--- config.mk ---
export PLATFORM = sky130hd
export DESIGN_NAME = dcr_top
export DESIGN_NICKNAME = d
export VERILOG_FILES = /design/src/dcr_pkg.sv /design/src/dcr_top.sv
export SDC_FILE = /design/constraint.sdc
export NUM_CORES = 2
export LEC_CHECK = 0
export BUFFER_PORTS_ARGS = -buffer_cell sky130_fd_sc_hd__buf_4
export CAP_MARGIN = 10
export CORE_ASPECT_RATIO = 1.75
export CORE_UTILIZATION = 46
export CTS_BUF_LIST = sky130_fd_sc_hd__clkbuf_2
export CTS_CLUSTER_SIZE = 40
export DETAILED_ROUTE_END_ITERATION = 12
export PLACE_DENSITY = 0.71
export SETUP_SLACK_MARGIN = 0.2
export SLEW_MARGIN = 30
export SYNTH_ARGS = -nofsm -noshare
export SYNTH_HDL_FRONTEND = slang
export SYNTH_SLANG_ARGS = --single-unit
--- constraint.sdc ---
create_clock -name clk_sys -period 6.85 [get_ports clk_sys]
set_input_delay 0.685 -clock clk_sys [delete_from_list [all_inputs] [get_ports clk_sys]]
set_output_delay 0.685 -clock clk_sys [all_outputs]
set_load 0.02 [all_outputs]
--- src/dcr_pkg.sv ---
package dcr_pkg;
    // Register space
    localparam int          NUM_REGS     = 28;
    localparam int          NUM_PAR_REGS = 112;
    localparam logic [4:0]  REG_CTL1     = 5'h00;
    localparam logic [4:0]  REG_CTL2     = 5'h01;
    localparam logic [4:0]  REG_LAST     = 5'h1b;
    localparam logic [4:0]  REG_USR0     = 5'h1b;
    localparam logic [6:0]  PAR_LAST     = 7'h6f;

    // First control register fields
    localparam int          CAL_BIT      = 24;
    localparam int          STREAM_BIT   = 17;
    localparam int          SINE_BIT     = 16;
    localparam int          RATE_BIT     = 15;
    localparam int          AUTO_RAMP    = 14;
    localparam int          AUTO_PHASE   = 13;
    localparam int          CLR_RAMP     = 12;
    localparam int          CLR_PHASE    = 11;
    // Second control register: ramp generator enable
    localparam int          RAMP_EN_BIT  = 19;

    // Write masks and reset values
    localparam logic [31:0] CTL1_MASK    = 32'h0103_fbff;
    localparam logic [31:0] USR0_MASK    = 32'h00ff_ffff;
    localparam logic [31:0] FULL_MASK    = 32'hffff_ffff;
    localparam logic [31:0] CTL1_RST     = 32'h0001_0000;
    localparam logic [31:0] USR0_RST     = 32'h0000_0800;
    localparam logic [31:0] OTHER_RST    = 32'h0000_0000;

    // Parallel function pin codes and word destinations
    localparam logic [3:0]  FUNC_FREQ    = 4'h0;
    localparam logic [3:0]  FUNC_PHASE   = 4'h1;
    localparam logic [3:0]  FUNC_AMPL    = 4'h2;
    localparam logic [1:0]  DEST_FREQ    = 2'h0;
    localparam logic [1:0]  DEST_PHASE   = 2'h1;
    localparam logic [1:0]  DEST_AMPL    = 2'h2;
    localparam logic [31:0] PHASE_MASK   = 32'h0000_ffff;
    localparam logic [31:0] AMPL_MASK    = 32'h0000_0fff;

    typedef struct packed {
        logic        en;
        logic        par;
        logic [6:0]  addr;
        logic [31:0] data;
    } dcr_wr_t;

    typedef struct packed {
        logic        en;
        logic        par;
        logic [6:0]  addr;
    } dcr_rd_t;

    typedef struct packed {
        logic [1:0]  dest;
        logic [31:0] data;
    } dcr_pword_t;
endpackage : dcr_pkg

--- src/dcr_top.sv ---
// What this block does
// - Decode 28 word or 112 byte registers
// - Staged writes move on update or profile
// - Bit 24 rising starts one PLL calibration
// - Non-streaming parallel words latch on update
// - Streaming samples parallel pins every cycle
// - Bit 16 selects sine, default sine
// - Bit 15 reloads ramp rate if ramp
// - Bit 14 clears ramp accumulator one cycle
// - Auto clears apply at edge after update, static holds one edge later
// - Bit 13 clears phase on update
// - Bit 12 holds ramp accumulator cleared
// - Bit 11 holds phase accumulator cleared
// - Master reset restores all defaults
module dcr_top (
    input  wire logic               clk_sys,
    input  wire logic               srst,
    input  wire dcr_pkg::dcr_wr_t   host_wr,
    input  wire dcr_pkg::dcr_rd_t   host_rd,
    output logic [31:0]             rd_data,
    output logic                    rd_valid,
    input  wire logic               io_update,
    input  wire logic [2:0]         profile_select_pins,
    input  wire logic [31:0]        parallel_data,
    input  wire logic [3:0]         parallel_function_pins,
    output logic                    par_ready,
    output dcr_pkg::dcr_pword_t     word_out,
    output logic                    word_valid,
    input  wire logic               word_ready,
    output logic                    sine_select,
    output logic                    vco_cal_start,
    output logic                    rate_load,
    output logic                    ramp_acc_clear,
    output logic                    phase_acc_clear,
    output logic [31:0]             ctrl1_active
);
    import dcr_pkg::*;

    logic [31:0] stage_q  [NUM_REGS];
    logic [31:0] active_q [NUM_REGS];
    logic [2:0]  prof_prev_q;
    logic [31:0] rd_data_q;
    logic        rd_valid_q;
    logic        cal_prev_q;
    logic        cal_start_q;
    logic        rate_load_q;
    logic        ramp_clr_q;
    logic        phase_clr_q;
    logic        sine_q;
    dcr_pword_t  head_q;
    dcr_pword_t  tail_q;
    logic        head_v_q;
    logic        tail_v_q;

    // Update event: strobe or any change of the profile pins
    wire         upd_event  = io_update | (profile_select_pins != prof_prev_q);

    // Write decode: serial word address or parallel byte address
    wire         wr_ser_hit = (host_wr.addr[6:5] == 2'b00) && (host_wr.addr[4:0] <= REG_LAST);
    wire         wr_par_hit = (host_wr.addr <= PAR_LAST);
    wire         wr_hit     = host_wr.en & (host_wr.par ? wr_par_hit : wr_ser_hit);
    wire [4:0]   wr_reg     = host_wr.par ? host_wr.addr[6:2] : host_wr.addr[4:0];
    wire [3:0]   wr_be      = host_wr.par ? (4'h1 << host_wr.addr[1:0]) : 4'hf;
    wire [31:0]  wr_word    = host_wr.par ? {4{host_wr.data[7:0]}} : host_wr.data;
    wire [31:0]  wr_bmask   = {{8{wr_be[3]}}, {8{wr_be[2]}}, {8{wr_be[1]}}, {8{wr_be[0]}}};

    // Read decode, byte lanes shifted down in parallel mode
    wire         rd_ser_hit = (host_rd.addr[6:5] == 2'b00) && (host_rd.addr[4:0] <= REG_LAST);
    wire         rd_par_hit = (host_rd.addr <= PAR_LAST);
    wire         rd_hit     = host_rd.par ? rd_par_hit : rd_ser_hit;
    wire [4:0]   rd_reg     = host_rd.par ? host_rd.addr[6:2] : host_rd.addr[4:0];
    wire [31:0]  rd_word    = rd_hit ? stage_q[rd_reg] : 32'h0000_0000;
    wire [4:0]   rd_shift   = {host_rd.addr[1:0], 3'b000};
    wire [31:0]  rd_bytes   = (rd_word >> rd_shift) & 32'h0000_00ff;
    wire [31:0]  rd_d       = host_rd.par ? rd_bytes : rd_word;

    // Staging and active copies, one per register
    generate
        for (genvar i = 0; i < NUM_REGS; i++) begin : g_reg
            localparam logic [4:0]  IDX   = 5'(i);
            localparam logic [31:0] WMASK = (i == 0) ? CTL1_MASK :
                                            (i == NUM_REGS - 1) ? USR0_MASK : FULL_MASK;
            localparam logic [31:0] RSTV  = (i == 0) ? CTL1_RST :
                                            (i == NUM_REGS - 1) ? USR0_RST : OTHER_RST;
            wire  [31:0] m       = wr_bmask & WMASK;
            wire         sel     = wr_hit && (wr_reg == IDX);
            wire  [31:0] stage_d = sel ? ((stage_q[i] & ~m) | (wr_word & m)) : stage_q[i];

            // Writes land in staging at once
            always_ff @(posedge clk_sys) begin
                if (srst) begin
                    stage_q[i] <= RSTV;
                end else begin
                    stage_q[i] <= stage_d;
                end
            end

            // Active copy follows only on an update event
            always_ff @(posedge clk_sys) begin
                if (srst) begin
                    active_q[i] <= RSTV;
                end else if (upd_event) begin
                    active_q[i] <= stage_q[i];
                end
            end
        end
    endgenerate

    // Staged values moving to the active side on this event, and the current active ones
    wire [31:0]  ctl1_new   = stage_q[REG_CTL1];
    wire [31:0]  ctl1_now   = active_q[REG_CTL1];
    wire         ramp_en    = stage_q[REG_CTL2][RAMP_EN_BIT];
    wire         stream_en  = ctl1_now[STREAM_BIT];

    // Control outputs: rate and auto clears take effect at the edge after the event, calibration start one edge later
    wire         rate_d     = upd_event & ctl1_new[RATE_BIT] & ramp_en;
    wire         a_ramp_d   = upd_event & ctl1_new[AUTO_RAMP];
    wire         a_phase_d  = upd_event & ctl1_new[AUTO_PHASE];
    wire         cal_d      = ctl1_now[CAL_BIT] & ~cal_prev_q;

    // Static holds merged with one-cycle clears, so each output is one flop
    wire         rmp_clr_d  = ctl1_now[CLR_RAMP] | a_ramp_d;
    wire         phs_clr_d  = ctl1_now[CLR_PHASE] | a_phase_d;

    // Parallel port word selection
    wire         func_freq  = (parallel_function_pins == FUNC_FREQ);
    wire         func_phase = (parallel_function_pins == FUNC_PHASE);
    wire         func_ampl  = (parallel_function_pins == FUNC_AMPL);
    wire         func_ok    = func_freq | func_phase | func_ampl;
    wire [1:0]   func_dest  = func_phase ? DEST_PHASE : (func_ampl ? DEST_AMPL : DEST_FREQ);
    wire [31:0]  func_mask  = func_phase ? PHASE_MASK : (func_ampl ? AMPL_MASK : FULL_MASK);
    wire         par_take   = stream_en ? func_ok : (io_update & func_ok);
    dcr_pword_t  in_word;
    assign in_word.dest = func_dest;
    assign in_word.data = parallel_data & func_mask;

    // Two-entry buffer handshake
    wire         in_ready   = ~tail_v_q;
    wire         push       = par_take & in_ready;
    wire         pop        = head_v_q & word_ready;

    // Previous profile pins, for change detection
    always_ff @(posedge clk_sys) begin
        if (srst) begin
            prof_prev_q <= 3'h0;
        end else begin
            prof_prev_q <= profile_select_pins;
        end
    end

    // Read answer, held until the next read
    always_ff @(posedge clk_sys) begin
        if (srst) begin
            rd_data_q <= 32'h0000_0000;
        end else begin
            rd_data_q <= host_rd.en ? rd_d : rd_data_q;
        end
    end

    // Read valid pulse one cycle after the request
    always_ff @(posedge clk_sys) begin
        if (srst) begin
            rd_valid_q <= 1'b0;
        end else begin
            rd_valid_q <= host_rd.en;
        end
    end

    // Calibration bit history, so only a rising bit starts a run
    always_ff @(posedge clk_sys) begin
        if (srst) begin
            cal_prev_q <= 1'b0;
        end else begin
            cal_prev_q <= ctl1_now[CAL_BIT];
        end
    end

    // One-cycle calibration start pulse
    always_ff @(posedge clk_sys) begin
        if (srst) begin
            cal_start_q <= 1'b0;
        end else begin
            cal_start_q <= cal_d;
        end
    end

    // Ramp rate reload pulse
    always_ff @(posedge clk_sys) begin
        if (srst) begin
            rate_load_q <= 1'b0;
        end else begin
            rate_load_q <= rate_d;
        end
    end

    // Ramp accumulator clear: static hold or one-cycle auto clear
    always_ff @(posedge clk_sys) begin
        if (srst) begin
            ramp_clr_q <= 1'b0;
        end else begin
            ramp_clr_q <= rmp_clr_d;
        end
    end

    // Phase accumulator clear: static hold or one-cycle auto clear
    always_ff @(posedge clk_sys) begin
        if (srst) begin
            phase_clr_q <= 1'b0;
        end else begin
            phase_clr_q <= phs_clr_d;
        end
    end

    // Output function select, sine after reset
    always_ff @(posedge clk_sys) begin
        if (srst) begin
            sine_q <= CTL1_RST[SINE_BIT];
        end else begin
            sine_q <= ctl1_now[SINE_BIT];
        end
    end

    // Buffer next state: head drives the output, tail catches a word during a stall
    wire         head_free  = pop | ~head_v_q;
    wire         head_v_d   = head_free ? (tail_v_q | push) : 1'b1;
    wire         tail_v_d   = head_free ? (tail_v_q & push) : (tail_v_q | push);
    wire         tail_take  = push & ~(head_free & ~tail_v_q);
    dcr_pword_t  head_d;
    dcr_pword_t  tail_d;
    assign head_d = (head_free && tail_v_q) ? tail_q : ((head_free && push) ? in_word : head_q);
    assign tail_d = tail_take ? in_word : tail_q;

    // Head entry valid
    always_ff @(posedge clk_sys) begin
        if (srst) begin
            head_v_q <= 1'b0;
        end else begin
            head_v_q <= head_v_d;
        end
    end

    // Tail entry valid
    always_ff @(posedge clk_sys) begin
        if (srst) begin
            tail_v_q <= 1'b0;
        end else begin
            tail_v_q <= tail_v_d;
        end
    end

    // Head entry word
    always_ff @(posedge clk_sys) begin
        if (srst) begin
            head_q <= '0;
        end else begin
            head_q <= head_d;
        end
    end

    // Tail entry word
    always_ff @(posedge clk_sys) begin
        if (srst) begin
            tail_q <= '0;
        end else begin
            tail_q <= tail_d;
        end
    end

    // Output ready tracks buffer space after this edge
    logic par_ready_q;
    always_ff @(posedge clk_sys) begin
        if (srst) begin
            par_ready_q <= 1'b0;
        end else begin
            par_ready_q <= ~tail_v_d;
        end
    end

    // Active first control register as seen from outside
    logic [31:0] ctl1_out_q;
    always_ff @(posedge clk_sys) begin
        if (srst) begin
            ctl1_out_q <= CTL1_RST;
        end else begin
            ctl1_out_q <= ctl1_now & CTL1_MASK;
        end
    end

    // Register bus answer
    assign rd_data         = rd_data_q;
    assign rd_valid        = rd_valid_q;

    // Parallel word buffer
    assign par_ready       = par_ready_q;
    assign word_out        = head_q;
    assign word_valid      = head_v_q;

    // Synthesizer controls, each straight from one flop
    assign sine_select     = sine_q;
    assign vco_cal_start   = cal_start_q;
    assign rate_load       = rate_load_q;
    assign ramp_acc_clear  = ramp_clr_q;
    assign phase_acc_clear = phase_clr_q;
    assign ctrl1_active    = ctl1_out_q;
endmodule : dcr_top

==> run_results.csv <==
group,metric,value,unit
timing,final.setup.tns,0,ps
logic_synthesis,async_flop_share,0,%
timing,fmax,227.4,MHz
timing,slew_headroom,25.78,%
setup_path,path_class,"in2reg",
clocking,cts_buffers,220,
timing,fin_ws,2452,ps
setup_path,path_buf_inv,6,
finish,stdcell_area,0.05011,mm²
die,start_util,46.44,%
logic_synthesis,syn_area,0.04381,mm²
global_routing,first_global_vias,38490,
flow_run,drv_cap,0,
setup_path,crit_path_cell_trace,"dlygate4sd3_1 > buf_4 > mux2i_4 > buf_4 > mux4_2 > a2111oi_0 > buf_4 > nor2_1 > nand4_1 > a21oi_1 > dlygate4sd3_1 > o31a_1 > dlygate4sd3_1",
timing,timing.hold.ws,120.8,ps
place,place.gp.congestion,1.070,
logic_synthesis,syn-instance-count,5099,
timing,setup_viol,0,
power,switchingPower,3.429,mW
power,power_frac_clock,34.4,%
detailed_routing,vias_per_cell,6.042,
logic_synthesis,seq_area_frac_synth,47.07,%
global_routing,grt_overflow,0,
setup_path,cpMaxStageDelayCell,"mux2i_4",
logic_synthesis,synth-edff-count,18,
die,die_area,0.09653,mm²
finish,final_cells,6732,
detailed_routing,first_iter_violations,4457,
finish,drive_above_1_share,15.08,%
power,pwr-share-comb,12.1,%
setup_path,crit_path_end_kind,"register",
place,dp_slack,2301,ps
power,powerDensity,225.4,mW/mm²
power,sw_frac_of_total,30.36,%
place,dp.final_hpwl,106400,µm
clocking,htreeDepth,4,
detailed_routing,detail-route-antenna-nets,0,
timing,fin_skew,141.7,ps
logic_synthesis,syn_avg_cell_area,8.592,µm²
setup_path,crit_path_max_fanout,45,
timing,tightest_slew,1113,ps
clocking,postCtsSetupBuffers,0,
timing,hold_viol,0,
die,die_y,410.3,µm
place,dp_cells,6174,
timing,min_period,4398,ps
logic_synthesis,yosysUniqueCellTypes,72,
global_routing,globalRouteTotalUtil,33.31,%
clocking,clk_latency,1670,ps
global_routing,grt_pass1_wl,243000,µm
global_routing,antenna_found_initial,7,
timing,slew_violations,0,
die,ios,199,
min_path,min_path_type,"in2reg",
setup_path,cp-start-kind,"input port",
die,die_w,235.3,µm
timing,grt_setup_unrepaired,"false",
clocking,cts.reportedPaths.clkPinSlew,120,ps
die,core_area,0.09433,mm²
setup_path,cp_top_family,"buffers and inverters",
clocking,root_buffer,"clkbuf_2",
clocking,cts_resized,0,
run_status,status,"completed",
detailed_routing,wl,164100,µm
power,leakagePower,17.39,nW
detailed_routing,post_drt_wl_per_cell,24.37,µm
power,seqPwrFrac,53.4,%
global_routing,grt_max_degree,144,
finish,final_common_cell,"nor2_1",
timing,period_share,64.20,%
logic_synthesis,synth_ff_type,"dfxtp_1",
clocking,cts.sinks,1021,
setup_path,critPathRequiredTime,8420,ps
power,vdd_drop_max,0.1675,mV
die,row_count,149,
setup_path,slowest_delay,890,ps
logic_synthesis,yosysWarningCount,0,
detailed_routing,firstDrtPassIters,6,
detailed_routing,route.vias.total,40680,
place,post_dp_cell_area,0.04636,mm²
power,internal_power,7.866,mW
finish,final_net_count,5447,
clocking,hold_buffers,164,
setup_path,crit_arrival,5970,ps
finish,final_cell_mix,"nor2_1, dfxtp_1, a211oi_1",
logic_synthesis,synth_seq_cells,1021,
clocking,cts_tree,"built",
clocking,ctsLongestPathBuffers,3,
finish,area_growth,14.39,%
detailed_routing,drc,0,
place,portBuffers,184,
==> through the flow <==
stage                     power [mW]  utilization, %
after global placement         7.382           48.80
after detailed placement       7.406           49.15
after floorplan                6.873               -
after global routing           11.66           53.12
after CTS                      11.28           53.03
final                          11.30           53.12
==> synthesized netlist by cell type, drive strengths merged (33+ instances only) <==
library cell  count  share of area, %
a31oi            50              0.71
a21oi           117               1.3
a211oi          670                11
mux4             33               1.7
nand2           629               5.4
buf             118               1.5
nand3           188               2.1
clkbuf          350               3.0
dfxtp          1003                46
a22oi            34              0.58
and2             37              0.53
mux2i           396               9.1
nor2           1073               9.2
o21ai            55              0.63
==> cell type report <==
cell class	count	area, µm²
sequential	1021	20620
tap	1208	1511
clock buffer	329	1647
clock inverter	57	369.1
multi-input combinational	3612	21610
timing repair buffer	488	4297
antenna	6	15.01
fill	8650	44220
inverter	11	41.29
==> layer usage <==
metal | GRT usage [%] | vias up | part of all wire [%]
li1 | - | 18610 | -
met1 | 37.07 | 19220 | 36
met2 | 54.73 | 2210 | 47
met3 | 8.376 | 628 | 9.1
met4 | 25.49 | 4 | 8.2
met5 | 0 | - | 0.018
==> worst register-to-register path: stages (launching register included) <==
cell           delay, ps
edfxtp_1             420
o21ai_0               90
a21oi_1              230
dlygate4sd3_1        670
and3_1               610
buf_4                350
nand3_1              100
dlygate4sd3_1        590
a21oi_1              120
dlygate4sd3_1        570
==> worst paths after layout <==
path                    start            end  slack (ps)  cells after the start
max reg2reg   active_q[0][17]     tail_q[15]        3070                      9
max                host_rd[7]     rd_data[0]        2450                     13
min                host_wr[3]       register         120                      4
min reg2reg  ctrl1_active[24]  vco_cal_start         430                      1
==> kinds of logic (layout without fill, tap and decap cells) <==
kind of cell,count (synthesis),in the layout,synth area share [%]
compound gates,1086,1086,17.77
buf+inv,479,885,4.635
mux,448,448,11.28
flops,1021,1021,47.07
simple gates,2061,2061,19.18
other cells,1,20,0.008560
xor+xnor,3,3,0.05999
==> power groups by stage <==
stage,Combinational (mW),Clock [mW],Sequential (mW)
global route,1.41,4.21,6.04
detailed placement,1.24,0,6.17
global placement,1.22,0,6.17
CTS,1.31,3.94,6.03
finish,1.37,3.89,6.03
floorplan,0.695,0,6.18
Note: power is estimated with default switching activity, not from simulation.
